`config.mk`:
```
export PLATFORM = sky130hd
export DESIGN_NAME = aea_top
export DESIGN_NICKNAME = d
export VERILOG_FILES = /design/src/include/aea_pkg.sv /design/src/aea_top.sv
export VERILOG_INCLUDE_DIRS = /design/src /design/src/include
export SDC_FILE = /design/constraint.sdc
export NUM_CORES = 2
export LEC_CHECK = 0
export BUFFER_PORTS_ARGS = -buffer_cell sky130_fd_sc_hd__buf_2
export CORE_MARGIN = 2
export CORE_UTILIZATION = 60
export CTS_BUF_LIST = sky130_fd_sc_hd__clkbuf_8 sky130_fd_sc_hd__clkbuf_16
export CTS_CLUSTER_DIAMETER = 200
export CTS_CLUSTER_SIZE = 28
export DETAILED_ROUTE_END_ITERATION = 10
export PLACE_DENSITY = 0.75
export SLEW_MARGIN = 20
export SYNTH_ARGS = -nofsm -noshare
export SYNTH_HDL_FRONTEND = slang
export SYNTH_SLANG_ARGS = --single-unit
```
`constraint.sdc`:
```
create_clock -name pclk -period 112.7 [get_ports pclk]
set_input_delay 0 -clock pclk [delete_from_list [all_inputs] [get_ports pclk]]
set_output_delay 0 -clock pclk [all_outputs]
set_load 0.005 [all_outputs]
```
`src/include/aea_regs.svh`:
```
/*
 * Register indices, field positions, reset values and timing figures of the
 * apparent energy accumulator. Definitions only.
 * Assumes it is included by bare name from the package and the design.
 */
`ifndef AEA_REGS_SVH
`define AEA_REGS_SVH

// Register indices; byte address = 4 * index.
`define AEA_IDX_ENERGY          8'h07
`define AEA_IDX_ENERGY_RC       8'h08
`define AEA_IDX_LINE_ENERGY     8'h09
`define AEA_IDX_MODE            8'h0C
`define AEA_IDX_NOLOAD          8'h0E
`define AEA_IDX_HALF_CYC        8'h12
`define AEA_IDX_GAIN            8'h1F
`define AEA_IDX_DIVISOR         8'h26
`define AEA_IDX_P1_NUM          8'h27
`define AEA_IDX_P1_DEN          8'h28
`define AEA_IDX_P2_NUM          8'h29
`define AEA_IDX_P2_DEN          8'h2A
`define AEA_IDX_IRQ_EN_LOW      8'hD9
`define AEA_IDX_IRQ_EN_MID      8'hDA
`define AEA_IDX_IRQ_EN_HIGH     8'hDB
`define AEA_IDX_IRQ_ST_LOW      8'hDC
`define AEA_IDX_IRQ_ST_MID      8'hDD
`define AEA_IDX_IRQ_ST_HIGH     8'hDE

// Field positions.
`define AEA_BIT_AMP_HOUR        3
`define AEA_BIT_NOLOAD          2
`define AEA_BIT_HALF_FULL       2
`define AEA_BIT_OVERFLOW        5
`define AEA_BIT_CYCLE_END       2
`define AEA_NL_MSB              5
`define AEA_NL_LSB              4

// Reset values.
`define AEA_RST_BYTE            8'h00
`define AEA_RST_WORD            16'h0000
`define AEA_RST_GAIN            12'h000
`define AEA_RST_HALF_CYC        16'hFFFF

// Sample spacing in clocks; pulse low time in ms.
`define AEA_SAMPLE_CYCLES       3'h5
`define AEA_CLK_HZ              100000000
`define AEA_PULSE_LOW_MS        90

`endif

```
`src/include/aea_pkg.sv`:
```
/*
 * Types shared by the apparent energy accumulator.
 * Assumes aea_regs.svh is on the include path.
 */
`include "aea_regs.svh"

package aea_pkg;

    typedef enum logic [1:0] {
        AEA_LINE_IDLE,
        AEA_LINE_WAIT_ZC,
        AEA_LINE_RUN
    } aea_line_e;

    typedef logic [47:0] aea_acc_t;

endpackage : aea_pkg

```
`src/aea_top.sv`:
```
/*
 * Apparent energy accumulator with line-cycle energy, no-load detection and pulse.
 * Assumes an APB master on pclk and sample inputs valid on every clock.
 */
`timescale 1ns/1ps
`include "aea_regs.svh"

// Summary of operation
// Add every sample not below no-load threshold into 48-bit accumulator.
// Energy register shows upper 24 divided bits.
// One sample taken every five clocks.
// Samples added with signed addition.
// Divide by 8-bit divisor, zero means one.
// Read-clear register empties on every read.
// Half-full and overflow events, enables 2, 5.
// Half-full judged on full 24 bits.
// Pulse follows gained power or current rms.
// Pulse output is active low.
// Line energy summed over half cycles.
// Half-cycle count is 16-bit unsigned.
// Cycle end sets flag, enable raises interrupt.
// Count write clears line energy, restarts.
// First cycle end after write is valid.
// Line path shares main path, same weight.
// Below no-load threshold: no accumulation, flag.
// No-load interrupt holds until flag cleared.
// Field 5:4 selects no-load threshold level.
// Current rms pulse uses same threshold.
// Mode bit 3 accumulates current rms instead.
// No offset correction in the power path.
// Status bit cleared by writing zero.
// Accumulator wraps, overflow flagged.
module aea_top
    import aea_pkg::*;
#(
    parameter int           PADDR_W          = 12,
    parameter int           SAMPLE_W         = 24,
    parameter logic [23:0]  NL_FULL_SCALE    = 24'h1A36E2,
    parameter int           PULSE_LOW_CYCLES = (`AEA_CLK_HZ / 1000) * `AEA_PULSE_LOW_MS
) (
    // Clock and reset
    input  wire logic                       pclk,
    input  wire logic                       presetn,
    // APB slave
    input  wire logic                       psel,
    input  wire logic                       penable,
    input  wire logic                       pwrite,
    input  wire logic [PADDR_W-1:0]         paddr,
    input  wire logic [31:0]                pwdata,
    output logic      [31:0]                prdata,
    output logic                            pready,
    output logic                            pslverr,
    // Measurement inputs
    input  wire logic signed [SAMPLE_W-1:0] apparent_power_in,
    input  wire logic signed [SAMPLE_W-1:0] current_rms_in,
    input  wire logic                       zero_cross,
    // Outputs to the processor and the meter
    output logic                            energy_interrupt,
    output logic                            energy_pulse_n
);

    ////////////////////////////////////////////////////////////////////////////
    // Thresholds and helpers.

    localparam logic [63:0] FS = {40'h0, NL_FULL_SCALE};
    localparam logic [23:0] NL_TH1 = 24'((FS * 64'd3) / 64'd10000);
    localparam logic [23:0] NL_TH2 = 24'((FS * 64'd15) / 64'd100000);
    localparam logic [23:0] NL_TH3 = 24'((FS * 64'd75) / 64'd1000000);

    // A combinational divide keeps every view current, at some area cost.
    function automatic logic [23:0] aea_view(input aea_acc_t acc, input logic [7:0] d);
        logic [47:0] q;
        logic [7:0]  dd;
        // zero acts as one
        dd = (d == `AEA_RST_BYTE) ? 8'h01 : d;
        q  = acc / {40'h0, dd};
        return q[47:24];
    endfunction : aea_view

    ////////////////////////////////////////////////////////////////////////////
    // Registers.

    logic [7:0]  mode_reg;
    logic [7:0]  noload_reg;
    logic [15:0] half_cyc_reg;
    logic [11:0] gain_reg;
    logic [7:0]  divisor_reg;
    logic [15:0] p1_num_reg;
    logic [15:0] p1_den_reg;
    logic [15:0] p2_num_reg;
    logic [15:0] p2_den_reg;
    logic [7:0]  en_low_reg;
    logic [7:0]  en_mid_reg;
    logic [7:0]  en_high_reg;
    logic        st_noload_reg;
    logic        st_half_reg;
    logic        st_ovf_reg;
    logic        st_cyc_reg;

    aea_acc_t    acc_reg;
    aea_acc_t    rc_acc_reg;
    aea_acc_t    line_acc_reg;
    logic [23:0] line_energy_reg;
    logic [15:0] half_cnt_reg;
    aea_line_e   line_state_reg;
    logic [2:0]  div_cnt_reg;
    logic        sample_en;
    logic [23:0] energy_prev_reg;

    ////////////////////////////////////////////////////////////////////////////
    // APB decode.

    logic [7:0]  idx;
    logic        aligned;
    logic        setup;
    logic        access;
    logic        wr;
    logic        rd;
    logic        hit;
    logic [31:0] rdata;

    assign idx     = paddr[9:2];
    assign aligned = (paddr[1:0] == 2'b00) && (paddr[PADDR_W-1:10] == '0);
    assign setup   = psel && !penable;
    assign access  = psel && penable && pready;
    assign wr      = access && pwrite && !pslverr;
    assign rd      = access && !pwrite && !pslverr;

    always_comb begin
        hit   = 1'b1;
        rdata = 32'h0000_0000;
        if (!aligned) begin
            hit = 1'b0;
        end else if (idx == `AEA_IDX_ENERGY) begin
            // upper 24 bits
            rdata[23:0] = aea_view(acc_reg, divisor_reg);
        end else if (idx == `AEA_IDX_ENERGY_RC) begin
            rdata[23:0] = aea_view(rc_acc_reg, divisor_reg);
        end else if (idx == `AEA_IDX_LINE_ENERGY) begin
            rdata[23:0] = line_energy_reg;
        end else if (idx == `AEA_IDX_MODE) begin
            rdata[7:0] = mode_reg;
        end else if (idx == `AEA_IDX_NOLOAD) begin
            rdata[7:0] = noload_reg;
        end else if (idx == `AEA_IDX_HALF_CYC) begin
            rdata[15:0] = half_cyc_reg;
        end else if (idx == `AEA_IDX_GAIN) begin
            rdata[11:0] = gain_reg;
        end else if (idx == `AEA_IDX_DIVISOR) begin
            rdata[7:0] = divisor_reg;
        end else if (idx == `AEA_IDX_P1_NUM) begin
            rdata[15:0] = p1_num_reg;
        end else if (idx == `AEA_IDX_P1_DEN) begin
            rdata[15:0] = p1_den_reg;
        end else if (idx == `AEA_IDX_P2_NUM) begin
            rdata[15:0] = p2_num_reg;
        end else if (idx == `AEA_IDX_P2_DEN) begin
            rdata[15:0] = p2_den_reg;
        end else if (idx == `AEA_IDX_IRQ_EN_LOW) begin
            rdata[7:0] = en_low_reg;
        end else if (idx == `AEA_IDX_IRQ_EN_MID) begin
            rdata[7:0] = en_mid_reg;
        end else if (idx == `AEA_IDX_IRQ_EN_HIGH) begin
            rdata[7:0] = en_high_reg;
        end else if (idx == `AEA_IDX_IRQ_ST_LOW) begin
            rdata[`AEA_BIT_NOLOAD] = st_noload_reg;
        end else if (idx == `AEA_IDX_IRQ_ST_MID) begin
            rdata[`AEA_BIT_HALF_FULL] = st_half_reg;
            rdata[`AEA_BIT_OVERFLOW]  = st_ovf_reg;
        end else if (idx == `AEA_IDX_IRQ_ST_HIGH) begin
            rdata[`AEA_BIT_CYCLE_END] = st_cyc_reg;
        end else begin
            hit = 1'b0;
        end
    end

    // Zero wait states: the answer is loaded in the setup cycle.
    always_ff @(posedge pclk or negedge presetn) begin
        if (!presetn) begin
            pready  <= 1'b0;
            pslverr <= 1'b0;
            prdata  <= 32'h0000_0000;
        end else begin
            pready  <= setup;
            pslverr <= setup && !hit;
            prdata  <= (setup && !pwrite && hit) ? rdata : 32'h0000_0000;
        end
    end

    always_ff @(posedge pclk or negedge presetn) begin
        if (!presetn) begin
            mode_reg    <= `AEA_RST_BYTE;
            noload_reg  <= `AEA_RST_BYTE;
            gain_reg    <= `AEA_RST_GAIN;
            divisor_reg <= `AEA_RST_BYTE;
            p1_num_reg  <= `AEA_RST_WORD;
            p1_den_reg  <= `AEA_RST_WORD;
            p2_num_reg  <= `AEA_RST_WORD;
            p2_den_reg  <= `AEA_RST_WORD;
            en_low_reg  <= `AEA_RST_BYTE;
            en_mid_reg  <= `AEA_RST_BYTE;
            en_high_reg <= `AEA_RST_BYTE;
        end else if (wr) begin
            if (idx == `AEA_IDX_MODE) begin
                mode_reg <= pwdata[7:0];
            end else if (idx == `AEA_IDX_NOLOAD) begin
                noload_reg <= pwdata[7:0];
            end else if (idx == `AEA_IDX_GAIN) begin
                gain_reg <= pwdata[11:0];
            end else if (idx == `AEA_IDX_DIVISOR) begin
                divisor_reg <= pwdata[7:0];
            end else if (idx == `AEA_IDX_P1_NUM) begin
                p1_num_reg <= pwdata[15:0];
            end else if (idx == `AEA_IDX_P1_DEN) begin
                p1_den_reg <= pwdata[15:0];
            end else if (idx == `AEA_IDX_P2_NUM) begin
                p2_num_reg <= pwdata[15:0];
            end else if (idx == `AEA_IDX_P2_DEN) begin
                p2_den_reg <= pwdata[15:0];
            end else if (idx == `AEA_IDX_IRQ_EN_LOW) begin
                en_low_reg <= pwdata[7:0];
            end else if (idx == `AEA_IDX_IRQ_EN_MID) begin
                en_mid_reg <= pwdata[7:0];
            end else if (idx == `AEA_IDX_IRQ_EN_HIGH) begin
                en_high_reg <= pwdata[7:0];
            end
        end
    end

    logic wr_half_cyc;
    assign wr_half_cyc = wr && (idx == `AEA_IDX_HALF_CYC);

    always_ff @(posedge pclk or negedge presetn) begin
        if (!presetn) begin
            half_cyc_reg <= `AEA_RST_HALF_CYC;
        end else if (wr_half_cyc) begin
            // 16-bit count
            half_cyc_reg <= pwdata[15:0];
        end
    end

    ////////////////////////////////////////////////////////////////////////////
    // Sample path.

    // five-clock sample strobe
    always_ff @(posedge pclk or negedge presetn) begin
        if (!presetn) begin
            div_cnt_reg <= 3'h0;
        end else if (div_cnt_reg == `AEA_SAMPLE_CYCLES - 3'h1) begin
            div_cnt_reg <= 3'h0;
        end else begin
            div_cnt_reg <= div_cnt_reg + 3'h1;
        end
    end
    assign sample_en = (div_cnt_reg == `AEA_SAMPLE_CYCLES - 3'h1);

    logic signed [SAMPLE_W-1:0]   src;
    logic signed [SAMPLE_W+11:0]  prod;
    logic signed [SAMPLE_W:0]     gained;
    logic        [SAMPLE_W:0]     mag;
    logic        [23:0]           nl_th;
    logic                         below;
    logic signed [48:0]           sample_ext;

    // current rms replaces apparent power; no offset term added
    assign src  = mode_reg[`AEA_BIT_AMP_HOUR] ? current_rms_in : apparent_power_in;
    assign prod = src * $signed(gain_reg);
    // gain-corrected signal feeds energy and pulse alike
    assign gained = (SAMPLE_W+1)'(src) + (SAMPLE_W+1)'(prod >>> 12);
    assign mag    = gained[SAMPLE_W] ? (SAMPLE_W+1)'(-gained) : gained;

    // threshold select
    always_comb begin
        case (noload_reg[`AEA_NL_MSB:`AEA_NL_LSB])
            2'b01:   nl_th = NL_TH1;
            2'b10:   nl_th = NL_TH2;
            2'b11:   nl_th = NL_TH3;
            default: nl_th = 24'h000000;
        endcase
    end
    // the same compare applies in current rms mode
    assign below      = (nl_th != 24'h000000) && (mag < (SAMPLE_W+1)'(nl_th));
    assign sample_ext = 49'(gained);

    logic add_en;
    // no accumulation below threshold
    assign add_en = sample_en && !below;

    aea_acc_t acc_sum;
    // signed addition
    assign acc_sum = acc_reg + sample_ext[47:0];

    // main 48-bit accumulator, wraps freely
    always_ff @(posedge pclk or negedge presetn) begin
        if (!presetn) begin
            acc_reg <= '0;
        end else if (add_en) begin
            acc_reg <= acc_sum;
        end
    end

    // a read empties it; a coincident sample starts the new total.
    always_ff @(posedge pclk or negedge presetn) begin
        if (!presetn) begin
            rc_acc_reg <= '0;
        end else if (rd && (idx == `AEA_IDX_ENERGY_RC)) begin
            rc_acc_reg <= add_en ? sample_ext[47:0] : '0;
        end else if (add_en) begin
            rc_acc_reg <= rc_acc_reg + sample_ext[47:0];
        end
    end

    ////////////////////////////////////////////////////////////////////////////
    // Line-cycle accumulation.

    logic cycle_done;
    logic [15:0] target;
    // A count of zero acts as one.
    assign target     = (half_cyc_reg == `AEA_RST_WORD) ? 16'h0001 : half_cyc_reg;
    assign cycle_done = (line_state_reg == AEA_LINE_RUN) && zero_cross
                        && (half_cnt_reg + 16'h0001 == target);

    // always running; count write clears and re-arms
    always_ff @(posedge pclk or negedge presetn) begin
        if (!presetn) begin
            line_state_reg  <= AEA_LINE_WAIT_ZC;
            line_acc_reg    <= '0;
            half_cnt_reg    <= 16'h0000;
            line_energy_reg <= 24'h000000;
        end else if (wr_half_cyc) begin
            line_state_reg  <= AEA_LINE_WAIT_ZC;
            line_acc_reg    <= '0;
            half_cnt_reg    <= 16'h0000;
            line_energy_reg <= 24'h000000;
        end else begin
            case (line_state_reg)
                AEA_LINE_WAIT_ZC: begin
                    if (zero_cross) begin
                        line_state_reg <= AEA_LINE_RUN;
                    end
                end
                AEA_LINE_RUN: begin
                    if (cycle_done) begin
                        // full period since the arming crossing
                        // same divided view as the main register
                        line_energy_reg <= aea_view(add_en ? line_acc_reg
                                            + sample_ext[47:0] : line_acc_reg,
                                            divisor_reg);
                        line_acc_reg    <= '0;
                        half_cnt_reg    <= 16'h0000;
                    end else begin
                        if (add_en) begin
                            line_acc_reg <= line_acc_reg + sample_ext[47:0];
                        end
                        if (zero_cross) begin
                            half_cnt_reg <= half_cnt_reg + 16'h0001;
                        end
                    end
                end
                default: begin
                    line_state_reg <= AEA_LINE_WAIT_ZC;
                end
            endcase
        end
    end

    ////////////////////////////////////////////////////////////////////////////
    // Events and status.

    logic [23:0] energy_now;
    logic        half_evt;
    logic        ovf_evt;
    assign energy_now = aea_view(acc_reg, divisor_reg);

    always_ff @(posedge pclk or negedge presetn) begin
        if (!presetn) begin
            energy_prev_reg <= 24'h000000;
        end else begin
            energy_prev_reg <= energy_now;
        end
    end

    // half full on bit 23 of the unsigned 24-bit view
    assign half_evt = energy_now[23] && !energy_prev_reg[23];
    // a positive sample wrapping the total
    assign ovf_evt  = add_en && !sample_ext[48] && acc_reg[47] && !acc_sum[47];

    logic clr_low;
    logic clr_mid;
    logic clr_high;
    assign clr_low  = wr && (idx == `AEA_IDX_IRQ_ST_LOW);
    assign clr_mid  = wr && (idx == `AEA_IDX_IRQ_ST_MID);
    assign clr_high = wr && (idx == `AEA_IDX_IRQ_ST_HIGH);

    // writing zero clears a flag; a same-cycle event wins
    always_ff @(posedge pclk or negedge presetn) begin
        if (!presetn) begin
            st_noload_reg <= 1'b0;
            st_half_reg   <= 1'b0;
            st_ovf_reg    <= 1'b0;
            st_cyc_reg    <= 1'b0;
        end else begin
            // no-load flag
            if (sample_en && below) begin
                st_noload_reg <= 1'b1;
            end else if (clr_low && !pwdata[`AEA_BIT_NOLOAD]) begin
                st_noload_reg <= 1'b0;
            end
            if (half_evt) begin
                st_half_reg <= 1'b1;
            end else if (clr_mid && !pwdata[`AEA_BIT_HALF_FULL]) begin
                st_half_reg <= 1'b0;
            end
            if (ovf_evt) begin
                st_ovf_reg <= 1'b1;
            end else if (clr_mid && !pwdata[`AEA_BIT_OVERFLOW]) begin
                st_ovf_reg <= 1'b0;
            end
            // cycle end flag
            if (cycle_done) begin
                st_cyc_reg <= 1'b1;
            end else if (clr_high && !pwdata[`AEA_BIT_CYCLE_END]) begin
                st_cyc_reg <= 1'b0;
            end
        end
    end

    // gated interrupt level
    always_ff @(posedge pclk or negedge presetn) begin
        if (!presetn) begin
            energy_interrupt <= 1'b0;
        end else begin
            energy_interrupt <= (st_noload_reg && en_low_reg[`AEA_BIT_NOLOAD])
                             || (st_half_reg && en_mid_reg[`AEA_BIT_HALF_FULL])
                             || (st_ovf_reg && en_mid_reg[`AEA_BIT_OVERFLOW])
                             || (st_cyc_reg && en_high_reg[`AEA_BIT_CYCLE_END]);
        end
    end

    ////////////////////////////////////////////////////////////////////////////
    // Energy-to-pulse conversion.

    logic [15:0] num_eff;
    logic [15:0] den_eff;
    logic [16:0] phase_reg;
    logic [16:0] phase_sum;
    logic        lsb_tick;
    logic        fire;
    logic [31:0] low_cnt_reg;

    // Zero acts as one; a ratio above one clamps to one.
    assign den_eff   = (p1_den_reg == `AEA_RST_WORD) ? 16'h0001 : p1_den_reg;
    assign num_eff   = (p1_num_reg == `AEA_RST_WORD) ? 16'h0001
                     : ((p1_num_reg > den_eff) ? den_eff : p1_num_reg);
    // One LSB step per clock at most is counted.
    assign lsb_tick  = (energy_now != energy_prev_reg);
    assign phase_sum = phase_reg + {1'b0, num_eff};
    assign fire      = lsb_tick && (phase_sum >= {1'b0, den_eff});

    always_ff @(posedge pclk or negedge presetn) begin
        if (!presetn) begin
            phase_reg <= 17'h00000;
        end else if (lsb_tick) begin
            phase_reg <= fire ? phase_sum - {1'b0, den_eff} : phase_sum;
        end
    end

    // active-low pulse, retriggered by each fire
    always_ff @(posedge pclk or negedge presetn) begin
        if (!presetn) begin
            low_cnt_reg    <= 32'h0000_0000;
            energy_pulse_n <= 1'b1;
        end else if (fire) begin
            low_cnt_reg    <= 32'(PULSE_LOW_CYCLES - 1);
            energy_pulse_n <= 1'b0;
        end else if (low_cnt_reg != 32'h0000_0000) begin
            low_cnt_reg    <= low_cnt_reg - 32'h0000_0001;
        end else begin
            energy_pulse_n <= 1'b1;
        end
    end

endmodule : aea_top

```
## After elaboration in Yosys (flattened, before gate mapping)

Cells that the tools add are included.

- Word-level logic and storage cells: 255
- Register bits: 434

- Muxes and demuxes: 90
- Add/subtract/negate cells: 10
- Reductions and logical operators: 78
- Divide/modulo/power cells: 3
- Multipliers: 1
- Order comparisons: 3
- Bitwise logic cells: 10
- Equal/unequal tests: 29

Operators by type and width:

| cell | count |
|---|---|
| 48-bit two-way mux | 7 |
| 16-bit two-way mux | 13 |
| 24-bit two-way mux | 8 |
| 48-bit adder | 3 |
| 48-bit by 8-bit divider with 48-bit output | 3 |
| 8-bit two-way mux | 12 |
| 32-bit two-way mux | 2 |
| 8-bit equality test (second input constant) | 6 |
| 16-bit logical NOT | 3 |
| 8-bit by 6-bit equality test with 1-bit output (second input constant) | 5 |
| 24-bit by 12-bit multiplier with 36-bit output | 1 |
| 1-bit two-way mux | 36 |
| 1-bit logical AND | 34 |
| 8-bit by 4-bit equality test with 1-bit output (second input constant) | 4 |
| 32-bit nonzero test | 1 |
| 32-bit by 1-bit subtractor with 32-bit output (second input constant) | 1 |
| 10-bit one-hot mux with 3 select lines | 1 |
| 24-bit by 24-bit adder with 25-bit output | 1 |
| 25-bit by 24-bit less-than comparator with 1-bit output | 1 |
| 25-bit two-way mux | 1 |
| 25-bit negation | 1 |
| 24-bit inequality test | 1 |
| 24-bit nonzero test | 1 |
| 17-bit by 16-bit adder with 17-bit output | 1 |
| other kinds (37) | 77 |

## Depth between registers and ports, before layout

- Word-level depth: 22
- Mapped depth: 399
- Gate-level depth less buffers: 375

## Worst setup path before layout

No wires, ideal clock.

- Path type: register to register
- Start: register mode_reg[3]
- End: register line_energy_reg[0]
- Stages on the path, launching flop included: 386
- Arrival time: 75268 ps
- Slack: 37297 ps
- Period minus slack after synthesis: 75403 ps
- Library setup time: 134 ps
- Required time: 112566 ps
- Cells stage by stage: dfrtp_1 > clkbuf_1 > buf_1 > mux2i_1 > inv_1 > clkbuf_1 > nand2_1 > fa_1 > inv_1 > ha_1 > fa_1 > inv_1 > fa_1 > fa_1 > inv_1 > ha_1 > o21ai_0 > nand2b_1 > [350 not listed] > buf_2 > mux2i_1 > ha_1 > o21ai_0 > nand2b_1 > a21oi_1 > nor2b_1 > o21ai_0 > nand2b_1 > a21oi_1 > nor2b_1 > o21ai_0 > nand3b_1 > or3_1 > a221oi_1 > o2111ai_1 > a2111oi_0 > a21oi_1

- Cells in the longest elaborated chain, start to end: 14
- Elaborated cells between the ends (all ways): 15

Ends and longest elaborated chain:

| item | line | RTL |
|---|---|---|
| from (decl) | aea_top.sv:83 | `logic [7:0] mode_reg;` |
| from (signal assigned) | aea_top.sv:192 | `` mode_reg <= `AEA_RST_BYTE; `` |
| from (signal assigned) | aea_top.sv:205 | `mode_reg <= pwdata[7:0];` |
| 24-bit two-way mux * | aea_top.sv:266 | `` assign src = mode_reg[`AEA_BIT_AMP_HOUR] ? current_rms_in : apparent_power_in; `` |
| 24-bit by 12-bit multiplier with 36-bit output | aea_top.sv:267 | `assign prod = src * $signed(gain_reg);` |
| 24-bit by 24-bit adder with 25-bit output * | aea_top.sv:269 | `assign gained = (SAMPLE_W+1)'(src) + (SAMPLE_W+1)'(prod >>> 12);` |
| 25-bit negation | aea_top.sv:270 | `assign mag = gained[SAMPLE_W] ? (SAMPLE_W+1)'(-gained) : gained;` |
| 25-bit two-way mux | aea_top.sv:270 |  |
| 25-bit by 24-bit less-than comparator with 1-bit output | aea_top.sv:282 | `assign below = (nl_th != 24'h000000) && (mag < (SAMPLE_W+1)'(nl_th));` |
| 1-bit logical AND | aea_top.sv:282 |  |
| 1-bit logical NOT | aea_top.sv:287 | `assign add_en = sample_en && !below;` |
| 1-bit logical AND | aea_top.sv:287 |  |
| 48-bit two-way mux * | - |  |
| 48-bit by 8-bit divider with 48-bit output * | aea_top.sv:76 | `q = acc / {40'h0, dd};` |
| 24-bit two-way mux * | aea_top.sv:343 | `if (cycle_done) begin` |
| 24-bit two-way mux * | aea_top.sv:336 | `case (line_state_reg)` |
| 24-bit two-way mux * | aea_top.sv:330 | `end else if (wr_half_cyc) begin` |
| to (signal assigned) | aea_top.sv:346 | `line_energy_reg <= aea_view(add_en ? line_acc_reg` |
| to (decl) | aea_top.sv:103 | `logic [23:0] line_energy_reg;` |

Mark *: on every way between the ends. The rest lies on a longest branch, timed or not. The select of a mux whose other input is x is not followed.
A chain may end at the register's enable or synchronous reset.

## Worst setup path in the final report

Same ends and word-level chain as after synthesis.

==> impl_results.md <==
* WL/cell at 19.3 µm
* Worst Hold Class: in -> reg
* Min Tclk post-route at 85.43 ns
* Number of H-tree levels at 1
* Top_reg_cell synth: dfrtp_1
* # DRC at 0
* Critical path's most frequent cell: o21a_1
* RSZ-0062 raised after global routing: no
* Critical Path End Type: flip-flop
* Post-CTS Hold Buffers at 24
* Placed Area at 72200 µm²
* Max Cap Viol at 0
* Critical path launch point type: flip-flop
* Grt total ovfl at 0
* Synthesized area at 70400 µm²
* Slew HR at 13.4%
* Std-Cell Rows at 125
* Setup TNS at 0 ns
* Arr. time, crit path at 85.88 ns
* Die Wd at 346 µm
* Syn Inst Count at 8892
* Final #Nets at 9927
* Vias in the first global route at 64500
* Cell with the most instances after synthesis: nand2_1
* Root buffer cell: clkbuf_16
* P&R area growth vs syn at 3.70%
* Sequential-to-total area share from yosys stat at 15.5%
* CP bufs+invs at 32
* Final hold vios at 0
* CTS tree: built
* Syn_area_per_cell at 7.91 µm²
* Clk_lat worst skew at 0.60 ns
* GRT Overall Usage at 32.5%
* Post-Layout Cell Count at 10300
* Synth cell count leaders: 859 x nand2_1, 791 x ha_1, 727 x nor2_1
* Fin area at 73000 µm²
* Core Region at 116000 µm²
* Detailed-route vias per instance at 6.51
* Initial antenna violation count at 7
* Seq cells post-synth at 434
* Setup violators final at 0
* Iter 0 DRT Violations at 5278
* Number of CTS-inserted buffers at 19
* Crit Path Max Fanout at 61
* Slowest stage delay, CP at 0.76 ns
* First-pass detailed-route iteration total at 7
* First-pass GRT wire length at 329000 µm
* CTS Buffer Depth at 3
* Synth top area cells: dfrtp_1 15%, ha_1 14%, fa_1 7.5%, nand2_1 4.6%, o21a_1 4.4%
* Slowest CP cell: and4_1
* EDFF count, synth at 0
* Crit-path leading delay family: compound AO/OA/AOI/OAI gates
* Yosys top cell area share at 14.8%
* Post-route ant nets at 0
* Setup bufs post-CTS at 0
* Via count at 67200
* GPL Wtd Cong at 0.946
* Hpwl dp at 154000 µm
* Post-Route Skew at 0.0236 ns
* Placed insts at 10300
* Port bufs at 109
* Slew at the pin with the worst max-slew slack at 1.28 ns
* Share of cells above drive strength 1 at 8.06%
* Pin count of the biggest net entering global routing at 113
* Post-cts sizing count at 0
* Max frequency at 0.0117 GHz
* Async set-reset flop share out of synthesis at 100%
* Final Max Tran Viols at 0
* Clock transition at path regs at 0.13 ns
* Clock sink count at 434
* Post-Route WL at 199000 µm
* Critical path type: reg -> reg
* Die area at 120000 µm²
* Die Ht at 346 µm
* Period utilization at 75.8%
* Status: finished clean
* Cell variety after synth at 136
* Initial core utilization at 60.6%
* CP required at 113.15 ns
* Post-synth top area cell: dfrtp_1
* Synth warnings at 0
* Ports at 134
## path summary, 6_finish.rpt
check | from | end | slack (ns) | depth (start not counted)
setup / recovery | mode_reg[3] | line_energy_reg[0] | 27.27 | 368
hold / removal | pwrite | st_ovf_reg | 0.06 | 5
setup reg to reg | mode_reg[3] | line_energy_reg[0] | 27.27 | 368
hold reg to reg | div_cnt_reg[0] | div_cnt_reg[0] | 0.47 | 1
max in group asynchronous | presetn | energy_prev_reg[10] | 110.25 | 4
min in group asynchronous | presetn | en_mid_reg[4] | 0.07 | 2
## layer usage
metal  routed length [µm]  vias up  global-route usage, %
li1                     -    32400                      -
met1                90400    32500                   45.1
met2                90300     2030                   53.8
met3                14000      271                   4.76
met4                 4210       10                   6.59
met5                   62        -                      0
## worst register-to-register path: cells and delay by family (launching register included)
kind	cells	cell delay [ns]
compound gates	205	46.39
xor+xnor	2	0.41
fa+ha+maj	32	9.87
buf+inv	32	5.12
flops	1	0.75
mux	11	3.59
simple gates	86	19.23
## cells by family after synthesis
group                    synth area share (%)
multiplexers                             6.39
adder cells (fa/ha/maj)                  21.5
AND/OR/NAND/NOR                          21.6
AO/OA/AOI/OAI                            25.1
other                                 0.00533
flip-flops                               15.5
XOR/XNOR                                 4.85
buffers and inverters                    5.02
## through the flow
step           utilization [%]  hold slack (ns)  setup slack (ns)
2_1_floorplan                -           -0.296             37.30
3_5_place_dp              62.1            0.135             28.59
3_3_place_gp              62.1            0.131             30.40
4_1_cts                   62.8         0.000579             28.36
5_1_grt                   62.8           0.0928             20.06
6_report                  62.8           0.0566             27.27
## cell type report
type | count | area, µm²
Clock inverter | 15 | 70.1
Sequential cell | 434 | 10900
Tap cell | 1524 | 1910
Timing Repair Buffer | 214 | 1420
Multi-Input combinational cell | 7551 | 56100
Fill cell | 10400 | 43200
Antenna cell | 3 | 7.51
Inverter | 556 | 2090
Clock buffer | 19 | 475
## layout by cell type, fill, tap and decap left out, types with 270 or more instances in the layout
cell / count
a21oi_1: 504
dfrtp_1: 414
ha_1: 791
inv_1: 548
mux2_2: 270
nand2_1: 859
nor2_1: 722
nor3_1: 497
o21a_1: 415
o21ai_0: 445
xnor2_1: 290
Power is not shown: default switching activity piles up to over one toggle a cycle in this logic, so the estimate is an artifact.
